===== src/logic/acc_params.svh =====
// Constants for the analog comparator channel control block.
// Assumes inclusion by bare name from the logic/ folder.
`ifndef ACC_PARAMS_SVH
`define ACC_PARAMS_SVH

// Register map, byte address on the Avalon-MM slave
`define ACC_CTRL_OFS    4'h0
`define ACC_CTRL_RST    16'h0000
`define ACC_CTRL_WMASK  16'hBFF7

// Control register fields
`define ACC_B_ON        15
`define ACC_B_UNIMP     14
`define ACC_B_IDLE      13
`define ACC_F_HYS       12:11
`define ACC_B_FILT      10
`define ACC_B_FCLK      9
`define ACC_B_DAC_OUTPUT_ENABLE     8
`define ACC_F_INPUT_SELECT     7:6
`define ACC_B_EXTERNAL_REFERENCE_SELECT    5
`define ACC_B_HYSTERESIS_POLARITY    4
`define ACC_B_STAT      3
`define ACC_B_ALT       2
`define ACC_B_POL       1
`define ACC_B_RANGE     0

// Input multiplexer one-hot positions
`define ACC_MUX_PINS    4
`define ACC_MUX_W       6

// Filter timing in filter ticks
`define ACC_FILT_DEPTH  3
`define ACC_STRETCH     2

`endif


===== src/logic/acc_pkg.sv =====
// Types for the analog comparator channel control block.
// Assumes acc_params.svh holds the numeric constants.
package acc_pkg;

    typedef enum logic [0:0] {
        ACC_BUS_IDLE = 1'h0,
        ACC_BUS_DONE = 1'h1
    } acc_bus_t;

    typedef enum logic [1:0] {
        ACC_HYS_NONE = 2'h0,
        ACC_HYS_5MV  = 2'h1,
        ACC_HYS_10MV = 2'h2,
        ACC_HYS_20MV = 2'h3
    } acc_hys_t;

endpackage : acc_pkg


===== src/logic/acc_control.sv =====
// Control logic for one analog comparator channel and its DAC.
// Assumes the Avalon-MM master, analog comparator, input mux and
// DAC sit outside; comparator output and PWM clock are async pins.
//
// Operation
// - The channel runs only while the comparator-on bit 15 is set.
// - With idle-stop bit 13 set the channel halts in Idle mode.
// - Any channel's idle-stop bit halts every channel in Idle mode.
// - Bits 12-11 pick no, 5 mV, 10 mV or 20 mV of hysteresis.
// - Bit 10 inserts the digital filter, else the filter is bypassed.
// - Bit 9 clocks filter and stretcher from PWM clock, else sysclk.
// - Bit 8 connects the DAC voltage to the DAC output pin.
// - With alternate input clear, bits 7-6 pick pin A, B, C or D.
// - With alternate input set, 00 and 01 pick gain amp one or two.
// - Bit 14 reads zero and ignores writes.
// - Status bit 3 is hardware owned, resets to 0, ignores writes.
`timescale 1ns/1ps
`include "acc_params.svh"
module acc_control #(
    parameter int ADDR_W      = 4,
    parameter int FILT_DEPTH  = `ACC_FILT_DEPTH,
    parameter int STRETCH     = `ACC_STRETCH
) (
    // Clock, reset, enable
    input  wire logic                  CLOCK,
    input  wire logic                  SRST,
    input  wire logic                  CE,
    // Avalon-MM slave
    input  wire logic [ADDR_W-1:0]     AVS_ADDRESS,
    input  wire logic                  AVS_READ,
    input  wire logic                  AVS_WRITE,
    input  wire logic [3:0]            AVS_BYTEENABLE,
    input  wire logic [31:0]           AVS_WRITEDATA,
    output logic      [31:0]           AVS_READDATA,
    output logic                       AVS_WAITREQUEST,
    // Device idle state and sibling channels
    input  wire logic                  IDLE_MODE,
    input  wire logic                  OTHER_IDLE_STOP,
    output logic                       IDLE_STOP_REQ,
    // Comparator side inputs
    input  wire logic                  COMP_RAW,
    input  wire logic                  PWM_CLK,
    // Comparator static controls
    output logic                       COMPARATOR_ON,
    output logic      [1:0]            HYSTERESIS_SELECT,
    output logic                       HYSTERESIS_POLARITY,
    output logic                       EXTERNAL_REFERENCE_SELECT,
    output logic                       OUTPUT_POLARITY,
    output logic                       RANGE_SELECT,
    output logic                       DAC_OUTPUT_ENABLE,
    output logic      [`ACC_MUX_W-1:0] INPUT_MUX_SEL,
    // Comparator result
    output logic                       COMPARATOR_STATE
);
    // Bus and register state
    acc_pkg::acc_bus_t bus_state;
    acc_pkg::acc_bus_t next_bus_state;
    logic [15:0]       ctrl;
    logic [15:0]       next_ctrl;
    logic [31:0]       rdata;
    logic [31:0]       next_rdata;
    logic [15:0]       lane_mask;
    logic              hit;

    // Synchronisers and levels
    logic [2:0]        raw_sync;
    logic [2:0]        pwm_sync;
    logic              raw_level;
    logic              pwm_level;
    logic              pwm_prev;
    logic              next_raw_level;
    logic              next_pwm_level;
    logic              pwm_rise;

    // Comparator path
    logic              run;
    logic              filt_tick;
    logic              filt_out;
    logic              comp_sel;
    logic              status;
    logic              next_status;
    logic [`ACC_MUX_W-1:0] mux_dec;
    acc_pkg::acc_hys_t hys;

    // Registered outputs
    logic              on_q;
    logic              dac_output_enable_q;
    logic [`ACC_MUX_W-1:0] mux_q;
    acc_pkg::acc_hys_t hys_q;
    logic [3:0]        stat_bits_q;
    logic              idle_req_q;

    assign hit       = (AVS_ADDRESS == `ACC_CTRL_OFS);
    assign lane_mask = {{8{AVS_BYTEENABLE[1]}}, {8{AVS_BYTEENABLE[0]}}}
                       & `ACC_CTRL_WMASK;

    // Bus: take request in IDLE, answer with waitrequest low in DONE
    always_comb begin
        next_bus_state = bus_state;
        next_ctrl      = ctrl;
        next_rdata     = rdata;
        case (bus_state)
            acc_pkg::ACC_BUS_IDLE: begin
                if (AVS_READ || AVS_WRITE) begin
                    next_bus_state = acc_pkg::ACC_BUS_DONE;
                    next_rdata     = 32'h0000_0000;
                    if (hit) begin
                        next_rdata[15:0] = ctrl;
                        next_rdata[`ACC_B_STAT] = status;
                    end
                end
            end
            acc_pkg::ACC_BUS_DONE: begin
                next_bus_state = acc_pkg::ACC_BUS_IDLE;
                if (AVS_WRITE && hit) begin
                    // Status and bit 14 are masked from writes
                    next_ctrl = (ctrl & ~lane_mask)
                                | (AVS_WRITEDATA[15:0] & lane_mask);
                end
            end
            default: begin
                next_bus_state = acc_pkg::ACC_BUS_IDLE;
            end
        endcase
    end

    always_ff @(posedge CLOCK) begin
        if (SRST) begin
            bus_state <= acc_pkg::ACC_BUS_IDLE;
            ctrl      <= `ACC_CTRL_RST;
            rdata     <= 32'h0000_0000;
        end else if (CE) begin
            bus_state <= next_bus_state;
            ctrl      <= next_ctrl;
            rdata     <= next_rdata;
        end
    end

    assign AVS_WAITREQUEST = !(bus_state == acc_pkg::ACC_BUS_DONE && CE);
    assign AVS_READDATA    = rdata;

    // Async pins: three flops, accept once stages two and three agree
    always_comb begin
        next_raw_level = raw_level;
        next_pwm_level = pwm_level;
        if (raw_sync[1] == raw_sync[2]) begin
            next_raw_level = raw_sync[2];
        end
        if (pwm_sync[1] == pwm_sync[2]) begin
            next_pwm_level = pwm_sync[2];
        end
    end

    always_ff @(posedge CLOCK) begin
        if (SRST) begin
            raw_sync  <= 3'h0;
            pwm_sync  <= 3'h0;
            raw_level <= 1'b0;
            pwm_level <= 1'b0;
            pwm_prev  <= 1'b0;
        end else if (CE) begin
            raw_sync  <= {raw_sync[1:0], COMP_RAW};
            pwm_sync  <= {pwm_sync[1:0], PWM_CLK};
            raw_level <= next_raw_level;
            pwm_level <= next_pwm_level;
            pwm_prev  <= pwm_level;
        end
    end

    assign pwm_rise = pwm_level && !pwm_prev;

    // Channel run condition with shared idle stop
    assign run = ctrl[`ACC_B_ON]
                 && !(IDLE_MODE && (ctrl[`ACC_B_IDLE]
                                    || OTHER_IDLE_STOP));

    // Filter time base
    assign filt_tick = ctrl[`ACC_B_FCLK] ? pwm_rise : 1'b1;

    acc_filter #(
        .DEPTH   (FILT_DEPTH),
        .STRETCH (STRETCH)
    ) u_filter (
        .clk  (CLOCK),
        .srst (SRST),
        .ce   (CE),
        .tick (filt_tick),
        .din  (raw_level),
        .dout (filt_out)
    );

    assign comp_sel = ctrl[`ACC_B_FILT] ? filt_out : raw_level;

    // Status follows the polarised output only while running
    assign next_status = run && (comp_sel ^ ctrl[`ACC_B_POL]);

    // Input source decode, one line per mux input
    genvar g;
    generate
        for (g = 0; g < `ACC_MUX_W; g++) begin : g_mux
            if (g < `ACC_MUX_PINS) begin : g_pin
                assign mux_dec[g] = !ctrl[`ACC_B_ALT]
                    && (ctrl[`ACC_F_INPUT_SELECT] == 2'(g));
            end else begin : g_alt
                assign mux_dec[g] = ctrl[`ACC_B_ALT]
                    && (ctrl[`ACC_F_INPUT_SELECT] == 2'(g - `ACC_MUX_PINS));
            end
        end
    endgenerate

    assign hys = acc_pkg::acc_hys_t'(ctrl[`ACC_F_HYS]);

    always_ff @(posedge CLOCK) begin
        if (SRST) begin
            status      <= 1'b0;
            on_q        <= 1'b0;
            dac_output_enable_q     <= 1'b0;
            mux_q       <= '0;
            hys_q       <= acc_pkg::ACC_HYS_NONE;
            stat_bits_q <= 4'h0;
            idle_req_q  <= 1'b0;
        end else if (CE) begin
            status      <= next_status;
            on_q        <= run;
            dac_output_enable_q     <= ctrl[`ACC_B_DAC_OUTPUT_ENABLE];
            mux_q       <= mux_dec;
            hys_q       <= hys;
            stat_bits_q <= {ctrl[`ACC_B_EXTERNAL_REFERENCE_SELECT], ctrl[`ACC_B_HYSTERESIS_POLARITY],
                            ctrl[`ACC_B_POL], ctrl[`ACC_B_RANGE]};
            idle_req_q  <= ctrl[`ACC_B_IDLE];
        end
    end

    assign COMPARATOR_ON             = on_q;
    assign HYSTERESIS_SELECT         = hys_q;
    assign DAC_OUTPUT_ENABLE         = dac_output_enable_q;
    assign INPUT_MUX_SEL             = mux_q;
    assign EXTERNAL_REFERENCE_SELECT = stat_bits_q[3];
    assign HYSTERESIS_POLARITY       = stat_bits_q[2];
    assign OUTPUT_POLARITY           = stat_bits_q[1];
    assign RANGE_SELECT              = stat_bits_q[0];
    assign IDLE_STOP_REQ             = idle_req_q;
    assign COMPARATOR_STATE          = status;
endmodule : acc_control


===== src/logic/acc_filter.sv =====
// Digital output filter with pulse stretcher for the comparator.
// Assumes a tick enable that marks each filter clock period.
`timescale 1ns/1ps
`include "acc_params.svh"
module acc_filter #(
    parameter int DEPTH   = `ACC_FILT_DEPTH,
    parameter int STRETCH = `ACC_STRETCH
) (
    // Clock, reset, enables
    input  wire logic clk,
    input  wire logic srst,
    input  wire logic ce,
    input  wire logic tick,
    // Data
    input  wire logic din,
    output logic      dout
);
    localparam int CW = $clog2(DEPTH + STRETCH + 1);

    logic [CW-1:0] agree;
    logic [CW-1:0] next_agree;
    logic [CW-1:0] hold;
    logic [CW-1:0] next_hold;
    logic          level;
    logic          next_level;

    // Change only after DEPTH agreeing ticks; highs last STRETCH ticks
    always_comb begin
        next_agree = agree;
        next_hold  = hold;
        next_level = level;
        if (tick) begin
            if (hold != '0) begin
                next_hold = hold - 1'b1;
            end
            if (din == level) begin
                next_agree = '0;
            end else if (agree != CW'(DEPTH - 1)) begin
                next_agree = agree + 1'b1;
            end else if (!(level && hold != '0)) begin
                next_level = din;
                next_agree = '0;
                if (din) begin
                    next_hold = CW'(STRETCH);
                end
            end
        end
    end

    always_ff @(posedge clk) begin
        if (srst) begin
            agree <= '0;
            hold  <= '0;
            level <= 1'b0;
        end else if (ce) begin
            agree <= next_agree;
            hold  <= next_hold;
            level <= next_level;
        end
    end

    assign dout = level;

endmodule : acc_filter


===== config.mk =====
export PLATFORM = sky130hd
export DESIGN_NAME = acc_control
export DESIGN_NICKNAME = d
export VERILOG_FILES = /design/src/logic/acc_pkg.sv /design/src/logic/acc_control.sv /design/src/logic/acc_filter.sv
export VERILOG_INCLUDE_DIRS = /design/src /design/src/logic
export SDC_FILE = /design/constraint.sdc
export NUM_CORES = 1
export LEC_CHECK = 0
export BUFFER_PORTS_ARGS = -buffer_cell sky130_fd_sc_hd__buf_2
export CORE_MARGIN = 2
export CORE_UTILIZATION = 30
export CTS_CLUSTER_SIZE = 8
export DETAILED_ROUTE_END_ITERATION = 8
export PLACE_DENSITY_LB_ADDON = 0.25
export SKIP_LAST_GASP = 1
export SLEW_MARGIN = 10
export SYNTH_ARGS = -nofsm -noshare
export SYNTH_HDL_FRONTEND = slang
export SYNTH_SLANG_ARGS = --single-unit

===== constraint.sdc =====
create_clock -name CLOCK -period 1.7 [get_ports CLOCK]
set_clock_uncertainty 0.2 [all_clocks]
set_input_delay 0.255 -clock CLOCK [delete_from_list [all_inputs] [get_ports CLOCK]]
set_output_delay 0.255 -clock CLOCK [all_outputs]
set_load 0.01 [all_outputs]

==> qor.csv, run 1 <==
stage,metric,value,unit
clock_network,cts_sinks,62,
drt,vias,2161,
clock_network,cts_tree,yes,
floorplan,die_width,97.07,microns
global_route,antenna_found_initial,0,
drt,dr.pass1.iters,4,
worst_setup_path,path_class,reg2reg,
hold_path,hp-class,in2reg,
worst_setup_path,cp.required,1.69,ns
worst_setup_path,cp_slowest_cell,dfxtp_2,
clock_network,cts_root_buf,clkbuf_8,
drt,wl,5.964,mm
drt,postRouteAntennaNets,0,
global_route,overflow,0,
sta,fin_hold_ws,0.1331,ns
worst_setup_path,path_common_cell,ha_2,
floorplan,fp.dieH,97.07,microns
global_route,grt_pass1_wl,10.14,mm
cells_and_area,num_antenna_cells,0,
synthesis,ys.flop_type,dfxtp_1,
sta,post-route-period-util,0.9691,
drt,drt_iter0_markers,61,
synthesis,synth_warnings,0,
synthesis,syn_area,2599,sq um
floorplan,dieArea,9423,sq um
cells_and_area,area_delta_synth_final,33.37,%
clock_network,clock_latency,0.33,ns
placement,place_ws,-0.04246,ns
worst_setup_path,path_max_fanout,5,
clock_network,cts_buffers,9,
sta,max_freq,607.0,MHz
synthesis,seq_area_frac_synth,0.4776,
drt,post_drt_wl_per_cell,12.58,microns
cells_and_area,drive_gt1_frac,0.2927,
synthesis,yosys.cell_types.count,41,
worst_setup_path,reg2reg_slack,0.05,ns
job,drv_cap,0,
synthesis,async_flop_share,0,
global_route,grt_max_degree,25,
worst_setup_path,worst_setup_path_end_kind,flop,
worst_setup_path,start_kind,flop,
synthesis,ys_ff_latch,62,
sta,fin_crit,1.647,ns
sta,slew_violations,0,
cells_and_area,final_core_util,0.4176,
pwr,p_per_area,942.0,nW/um^2
placement,numPortBuffers,60,
floorplan,initial_utilization,0.3131,
drt,avgViaCountPerCell,4.559,
clock_network,clk_path_buf_depth,2,
clock_network,cts.htree.levels,3,
floorplan,num_rows,33,
worst_setup_path,path_buf_inv,2,
synthesis,synthCells,275,
sta,finalHoldViolations,0,
pwr,p_leak,0.001622,uW
pwr,peakVddDrop,0.0004443,V
cells_and_area,finish.instance_area,3466,sq um
worst_setup_path,cp_cell_sequence,"inv_1, ha_2, ha_2, buf_6, nor2_1, a32o_2, nand3b_1, a31oi_1",
synthesis,synth_edf_count,0,
sta,fin_ws,0.05254,ns
worst_setup_path,worstPathArrival,1.64,ns
drt,drc,0,
floorplan,core_area,8299,sq um
placement,place_area,3065,sq um
sta,finalSetupViolCount,0,
outcome,status,completed,
placement,dpl.hpwl,4.239,mm
global_route,grt.total_usage,0.1304,
worst_setup_path,crit_family,adder cells,
placement,routabilityCongestion,0.7949,
sta,rsz0062_at_grt,yes,
global_route,first_global_vias,2159,
synthesis,avgSynthCellArea,9.450,sq um
floorplan,num_io_pins,98,
cells_and_area,num-nets-final,416,
sta,setup-tns-final,0,ns
worst_setup_path,max_stage_delay,0.33,ns
clock_network,clkTransAtPathRegs,0.06,ns
==> logic make-up (layout without fill, tap and decap cells) <==
| logic type | Yosys count | count (layout) | synth area share |
|---|---|---|---|
| multiplexers | 30 | 30 | 0.1156 |
| XOR/XNOR | 3 | 3 | 0.01011 |
| flip-flops | 62 | 62 | 0.4776 |
| adder cells (fa/ha/maj) | 3 | 3 | 0.01445 |
| other | 1 | 17 | 0.001443 |
| buffers and inverters | 41 | 119 | 0.08859 |
| AO/OA/AOI/OAI | 46 | 46 | 0.1204 |
| AND/OR/NAND/NOR | 89 | 89 | 0.1719 |
==> power by group <==
part           total (uW)  internal [uW]  switching, uW  leakage [uW]
Sequential           1490           1470           10.7      0.000501
Clock                1430            860            567      0.000108
Combinational         352            175            178       0.00101
==> worst reg2reg max path: stages (launching register included) <==
cell and delay (ns):
dfxtp_2 0.33, inv_1 0.06, ha_2 0.17, ha_2 0.19
buf_6 0.11, nor2_1 0.04, a32o_2 0.27, nand3b_1 0.07
a31oi_1 0.07
==> final timing paths <==
path	start	depth (start not counted)	end
worst max-delay path	u_filter.hold[0]$_SDFFE_PP0P_	8	u_filter.agree[1]$_SDFFE_PP0P_
worst min-delay path	OTHER_IDLE_STOP	4	COMPARATOR_ON$_SDFFE_PP0P_
worst max register to register	u_filter.hold[0]$_SDFFE_PP0P_	8	u_filter.agree[1]$_SDFFE_PP0P_
worst min register to register	INPUT_MUX_SEL[2]$_SDFFE_PP0P_	2	INPUT_MUX_SEL[2]$_SDFFE_PP0P_
==> cells in the mapped netlist, types with 2 or more instances <==
| library cell | count | area (sq um) |
|---|---|---|
| a21oi_1 | 15 | 75.07 |
| buf_4 | 17 | 127.6 |
| nor2_1 | 49 | 183.9 |
| mux2i_1 | 30 | 300.3 |
| nand3b_1 | 2 | 15.01 |
| ha_1 | 3 | 37.54 |
| clkbuf_1 | 11 | 41.29 |
| nand4b_1 | 3 | 26.28 |
| and3_1 | 2 | 12.51 |
| or4_1 | 2 | 15.01 |
| nand3_1 | 5 | 25.02 |
| buf_2 | 4 | 20.02 |
| a21o_1 | 3 | 22.52 |
| inv_1 | 8 | 30.03 |
| nor4b_1 | 2 | 17.52 |
| a31oi_1 | 2 | 12.51 |
| xnor2_1 | 2 | 17.52 |
| dfxtp_1 | 62 | 1241 |
| o21ai_0 | 4 | 20.02 |
| nand3_2 | 2 | 20.02 |
| nand2_1 | 13 | 48.80 |
| a22oi_1 | 15 | 112.6 |
==> cell usage in the layout (no fill, tap or decap), drive strengths merged, types with 2 or more instances in the layout <==
cell	n
buf	79
dfxtp	62
nor2	49
mux2i	30
conb	17
dlygate4sd3	16
a21oi	15
a22oi	15
nand2	13
clkbuf	10
inv	8
nand3	7
o21ai	5
a21o	3
nand4b	3
and3	3
ha	3
or4	2
a31oi	2
xnor2	2
nand3b	2
nor4b	2
clkinv	2
bufinv	2
clkinvlp	2
nor4	2
==> per-stage QoR <==
step / cells / power, uW
after global routing: 474 / 3409
final: 474 / 3265
after CTS: 473 / 3275
after global placement: 441 / 1803
after detailed placement: 441 / 1812
after floorplan: 291 / 1723
==> timing repair <==
action	4_1_cts	5_1_grt
hold buffers	16	0
buffers inserted	0	1
pin swaps	2	2
setup endpoints to repair	2	2
endpoints found under the hold margin	16	0
gates resized for setup	2	3
==> per-layer routing <==
metal / global-route usage / part of all wire
met5: 0 / 0
met4: 0.04984 / 0.019
met3: 0.04317 / 0.051
met2: 0.2014 / 0.45
met1: 0.1691 / 0.48
==> area by class of cell <==
type,count,area (sq um)
clock buffer,10,137.6
timing repair buffer,95,644.4
inverter,8,30.03
clock inverter,6,85.08
sequential,62,1244
fill,846,4833
multi-input combinational,188,1194
tap,105,131.4
No activity file was read; power rests on OpenSTA's default activity.
==> inputs of run 2 (changes only) <==
--- a/config.mk
+++ b/config.mk
@@ -11,7 +11,7 @@
 export CORE_UTILIZATION = 30
 export CTS_CLUSTER_SIZE = 8
 export DETAILED_ROUTE_END_ITERATION = 8
-export PLACE_DENSITY_LB_ADDON = 0.25
+export PLACE_DENSITY = 0.57
 export SKIP_LAST_GASP = 1
 export SLEW_MARGIN = 10
 export SYNTH_ARGS = -nofsm -noshare
==> run 2 against run 1 <==
  * Clock-buffer cell count increased by 2
  * Largest power group unchanged
  * Core utilization decreased by 0.63 points
  * Via count decreased by 0.79%
  * Clock power decreased by 9.8%
  * Setup slack improved by 0.0066 ns
  * Combinational power decreased by 9.9%
  * Routed wire length decreased by 1.4%
==> qor.csv, run 2 (synthesis results as in run 1) <==
stage,metric,value,unit,change
cells_and_area,drive_gt1_frac,0.2767,,was 0.2927
worst_setup_path,path_class,reg2reg,,unchanged
drt,drc,0,,unchanged
worst_setup_path,cp-startpoint,u_filter.hold[0]$_SDFFE_PP0P_,,unchanged
pwr,peakVddDrop,0.0005726,V,was 0.0004443 V
drt,post_drt_wl_per_cell,12.51,microns,was 12.58 microns
global_route,antenna_found_initial,0,,unchanged
placement,numPortBuffers,60,,unchanged
placement,dpl.hpwl,4.125,mm,was 4.239 mm
global_route,grt_pass1_wl,9.735,mm,was 10.14 mm
worst_setup_path,path_max_fanout,2,,was 5
floorplan,initial_utilization,0.3131,,unchanged
pwr,p_per_area,906.0,nW/um^2,was 942.0 nW/um^2
outcome,status,completed,,unchanged
worst_setup_path,start_kind,flop,,unchanged
sta,setup-tns-final,0,ns,unchanged
floorplan,fp.dieH,97.07,microns,unchanged
worst_setup_path,regToRegEndpoint,u_filter.hold[0]$_SDFFE_PP0P_,,was u_filter.agree[1]$_SDFFE_PP0P_
clock_network,clk_path_buf_depth,2,,unchanged
worst_setup_path,crit_end,u_filter.hold[0]$_SDFFE_PP0P_,,was u_filter.agree[1]$_SDFFE_PP0P_
drt,avgViaCountPerCell,4.562,,was 4.559
drt,drt_iter0_markers,70,,was 61
worst_setup_path,r2r_start,u_filter.hold[0]$_SDFFE_PP0P_,,unchanged
global_route,grt_max_degree,49,,was 25
worst_setup_path,path_common_cell,ha_2,,unchanged
sta,rsz0062_at_grt,no,,was yes
clock_network,clkTransAtPathRegs,0.06,ns,about the same
cells_and_area,area_delta_synth_final,31.34,%,was 33.37%
pwr,p_leak,0.001589,uW,was 0.001622 uW
job,drv_cap,0,,unchanged
sta,post-route-period-util,0.9652,,was 0.9691
cells_and_area,final_common_cell,dfxtp_1,,
sta,finalHoldViolations,0,,unchanged
global_route,overflow,0,,unchanged
floorplan,dieArea,9423,sq um,unchanged
clock_network,clock_latency,0.33,ns,about the same
worst_setup_path,worstPathArrival,1.69,ns,was 1.64 ns
cells_and_area,most-common-layout-cells,"61 x dfxtp_1, 60 x buf_2, 49 x nor2_1",,"was 60 x dfxtp_1, 60 x buf_2, 49 x nor2_1"
drt,wl,5.879,mm,was 5.964 mm
sta,slew_violations,0,,unchanged
clock_network,cts.htree.levels,3,,unchanged
drt,dr.pass1.iters,4,,unchanged
sta,finalSetupViolCount,0,,unchanged
pwr,total_power,3092,uW,was 3265 uW
clock_network,cts_sinks,62,,unchanged
global_route,first_global_vias,2069,,was 2159
worst_setup_path,worst_setup_path_end_kind,flop,,unchanged
drt,postRouteAntennaNets,0,,unchanged
cells_and_area,num-nets-final,412,,was 416
global_route,grt.total_usage,0.1257,,was 0.1304
worst_setup_path,reg2reg_slack,0.06,ns,was 0.05 ns
drt,vias,2144,,was 2161
clock_network,cts_tree,yes,,unchanged
worst_setup_path,max_stage_delay,0.51,ns,was 0.33 ns
worst_setup_path,cp_slowest_cell,or4_1,,was dfxtp_2
sta,fin_crit,1.641,ns,was 1.647 ns
worst_setup_path,cp.required,1.75,ns,was 1.69 ns
hold_path,hp-class,in2reg,,unchanged
floorplan,num_rows,33,,unchanged
cells_and_area,num_antenna_cells,0,,unchanged
floorplan,die_width,97.07,microns,unchanged
worst_setup_path,cp_cell_sequence,"inv_1, ha_2, ha_2, or4_1, a31oi_1",,"was inv_1, ha_2, ha_2, buf_6, nor2_1, a32o_2, nand3b_1, a31oi_1"
clock_network,cts_root_buf,clkbuf_8,,unchanged
worst_setup_path,r2r_cells,5,,was 8
floorplan,num_io_pins,98,,unchanged
sta,max_freq,609.4,MHz,was 607.0 MHz
placement,routabilityCongestion,0.7938,,was 0.7949
cells_and_area,final_core_util,0.4113,,was 0.4176
floorplan,core_area,8299,sq um,unchanged
clock_network,cts_buffers,9,,unchanged
==> run 2: how the worst min path moves through the flow <==
stage,start,to,slack (ns),cells after the start
floorplan,AVS_WRITEDATA[15],flop,0.20,2
global placement,INPUT_MUX_SEL[3]$_SDFFE_PP0P_,INPUT_MUX_SEL[3]$_SDFFE_PP0P_,0.25,2
detailed placement,COMPARATOR_ON$_SDFFE_PP0P_,COMPARATOR_ON$_SDFFE_PP0P_,0.25,2
CTS,CE,INPUT_MUX_SEL[2]$_SDFFE_PP0P_,0.08,3
global route,SRST,u_filter.agree[2]$_SDFFE_PP0P_,0.10,2
finish,SRST,raw_sync[2]$_SDFFE_PP0P_,0.09,2
==> run 2: critical path: cells and delay by family (launching register included) <==
| family | cells | cell delay, ns |
|---|---|---|
| AO/OA/AOI/OAI | 1 | 0.13 |
| adder cells (fa/ha/maj) | 2 | 0.36 |
| buffers and inverters | 1 | 0.04 |
| flip-flops | 1 | 0.33 |
| AND/OR/NAND/NOR | 1 | 0.51 |
==> run 2: timing repair <==
item,CTS,global route
setup endpoints to repair,2,3
pin swaps,1,0
hold buffers,16,0
resized for setup,1,2
cloned,0,0
hold endpoints to repair,16,0
buffers inserted,1,0
==> run 2: cell type report <==
type,count,area (sq um)
timing repair buffer,91,610.6
tap,105,131.4
fill,828,4886
clock inverter,4,45.04
inverter,8,30.03
multi-input combinational,188,1199
sequential,62,1242
clock buffer,12,155.1
==> run 2: metrics by stage <==
step	hold slack, ns	cell area, sq um	setup WS (ns)	cells
detailed placement	0.2519	3035	-0.04665	437
global route	0.1050	3413	0.003796	470
finish	0.09237	3413	0.05914	470
global placement	0.2483	3035	-0.008869	437
CTS	0.08452	3405	0.02957	470
floorplan	0.1989	2661	0.007408	291
==> run 2: metal layers <==
layer / wire length (microns) / global-route usage
met1: 2589 / 0.1529
met4: 168 / 0.05850
met3: 370 / 0.04101
met2: 2752 / 0.2014
met5: 0 / 0
==> run 2: power by group <==
group	internal [uW]	switching [uW]
logic	151	167
registers	1480	10.8
clock network	750	539
total	2380	716
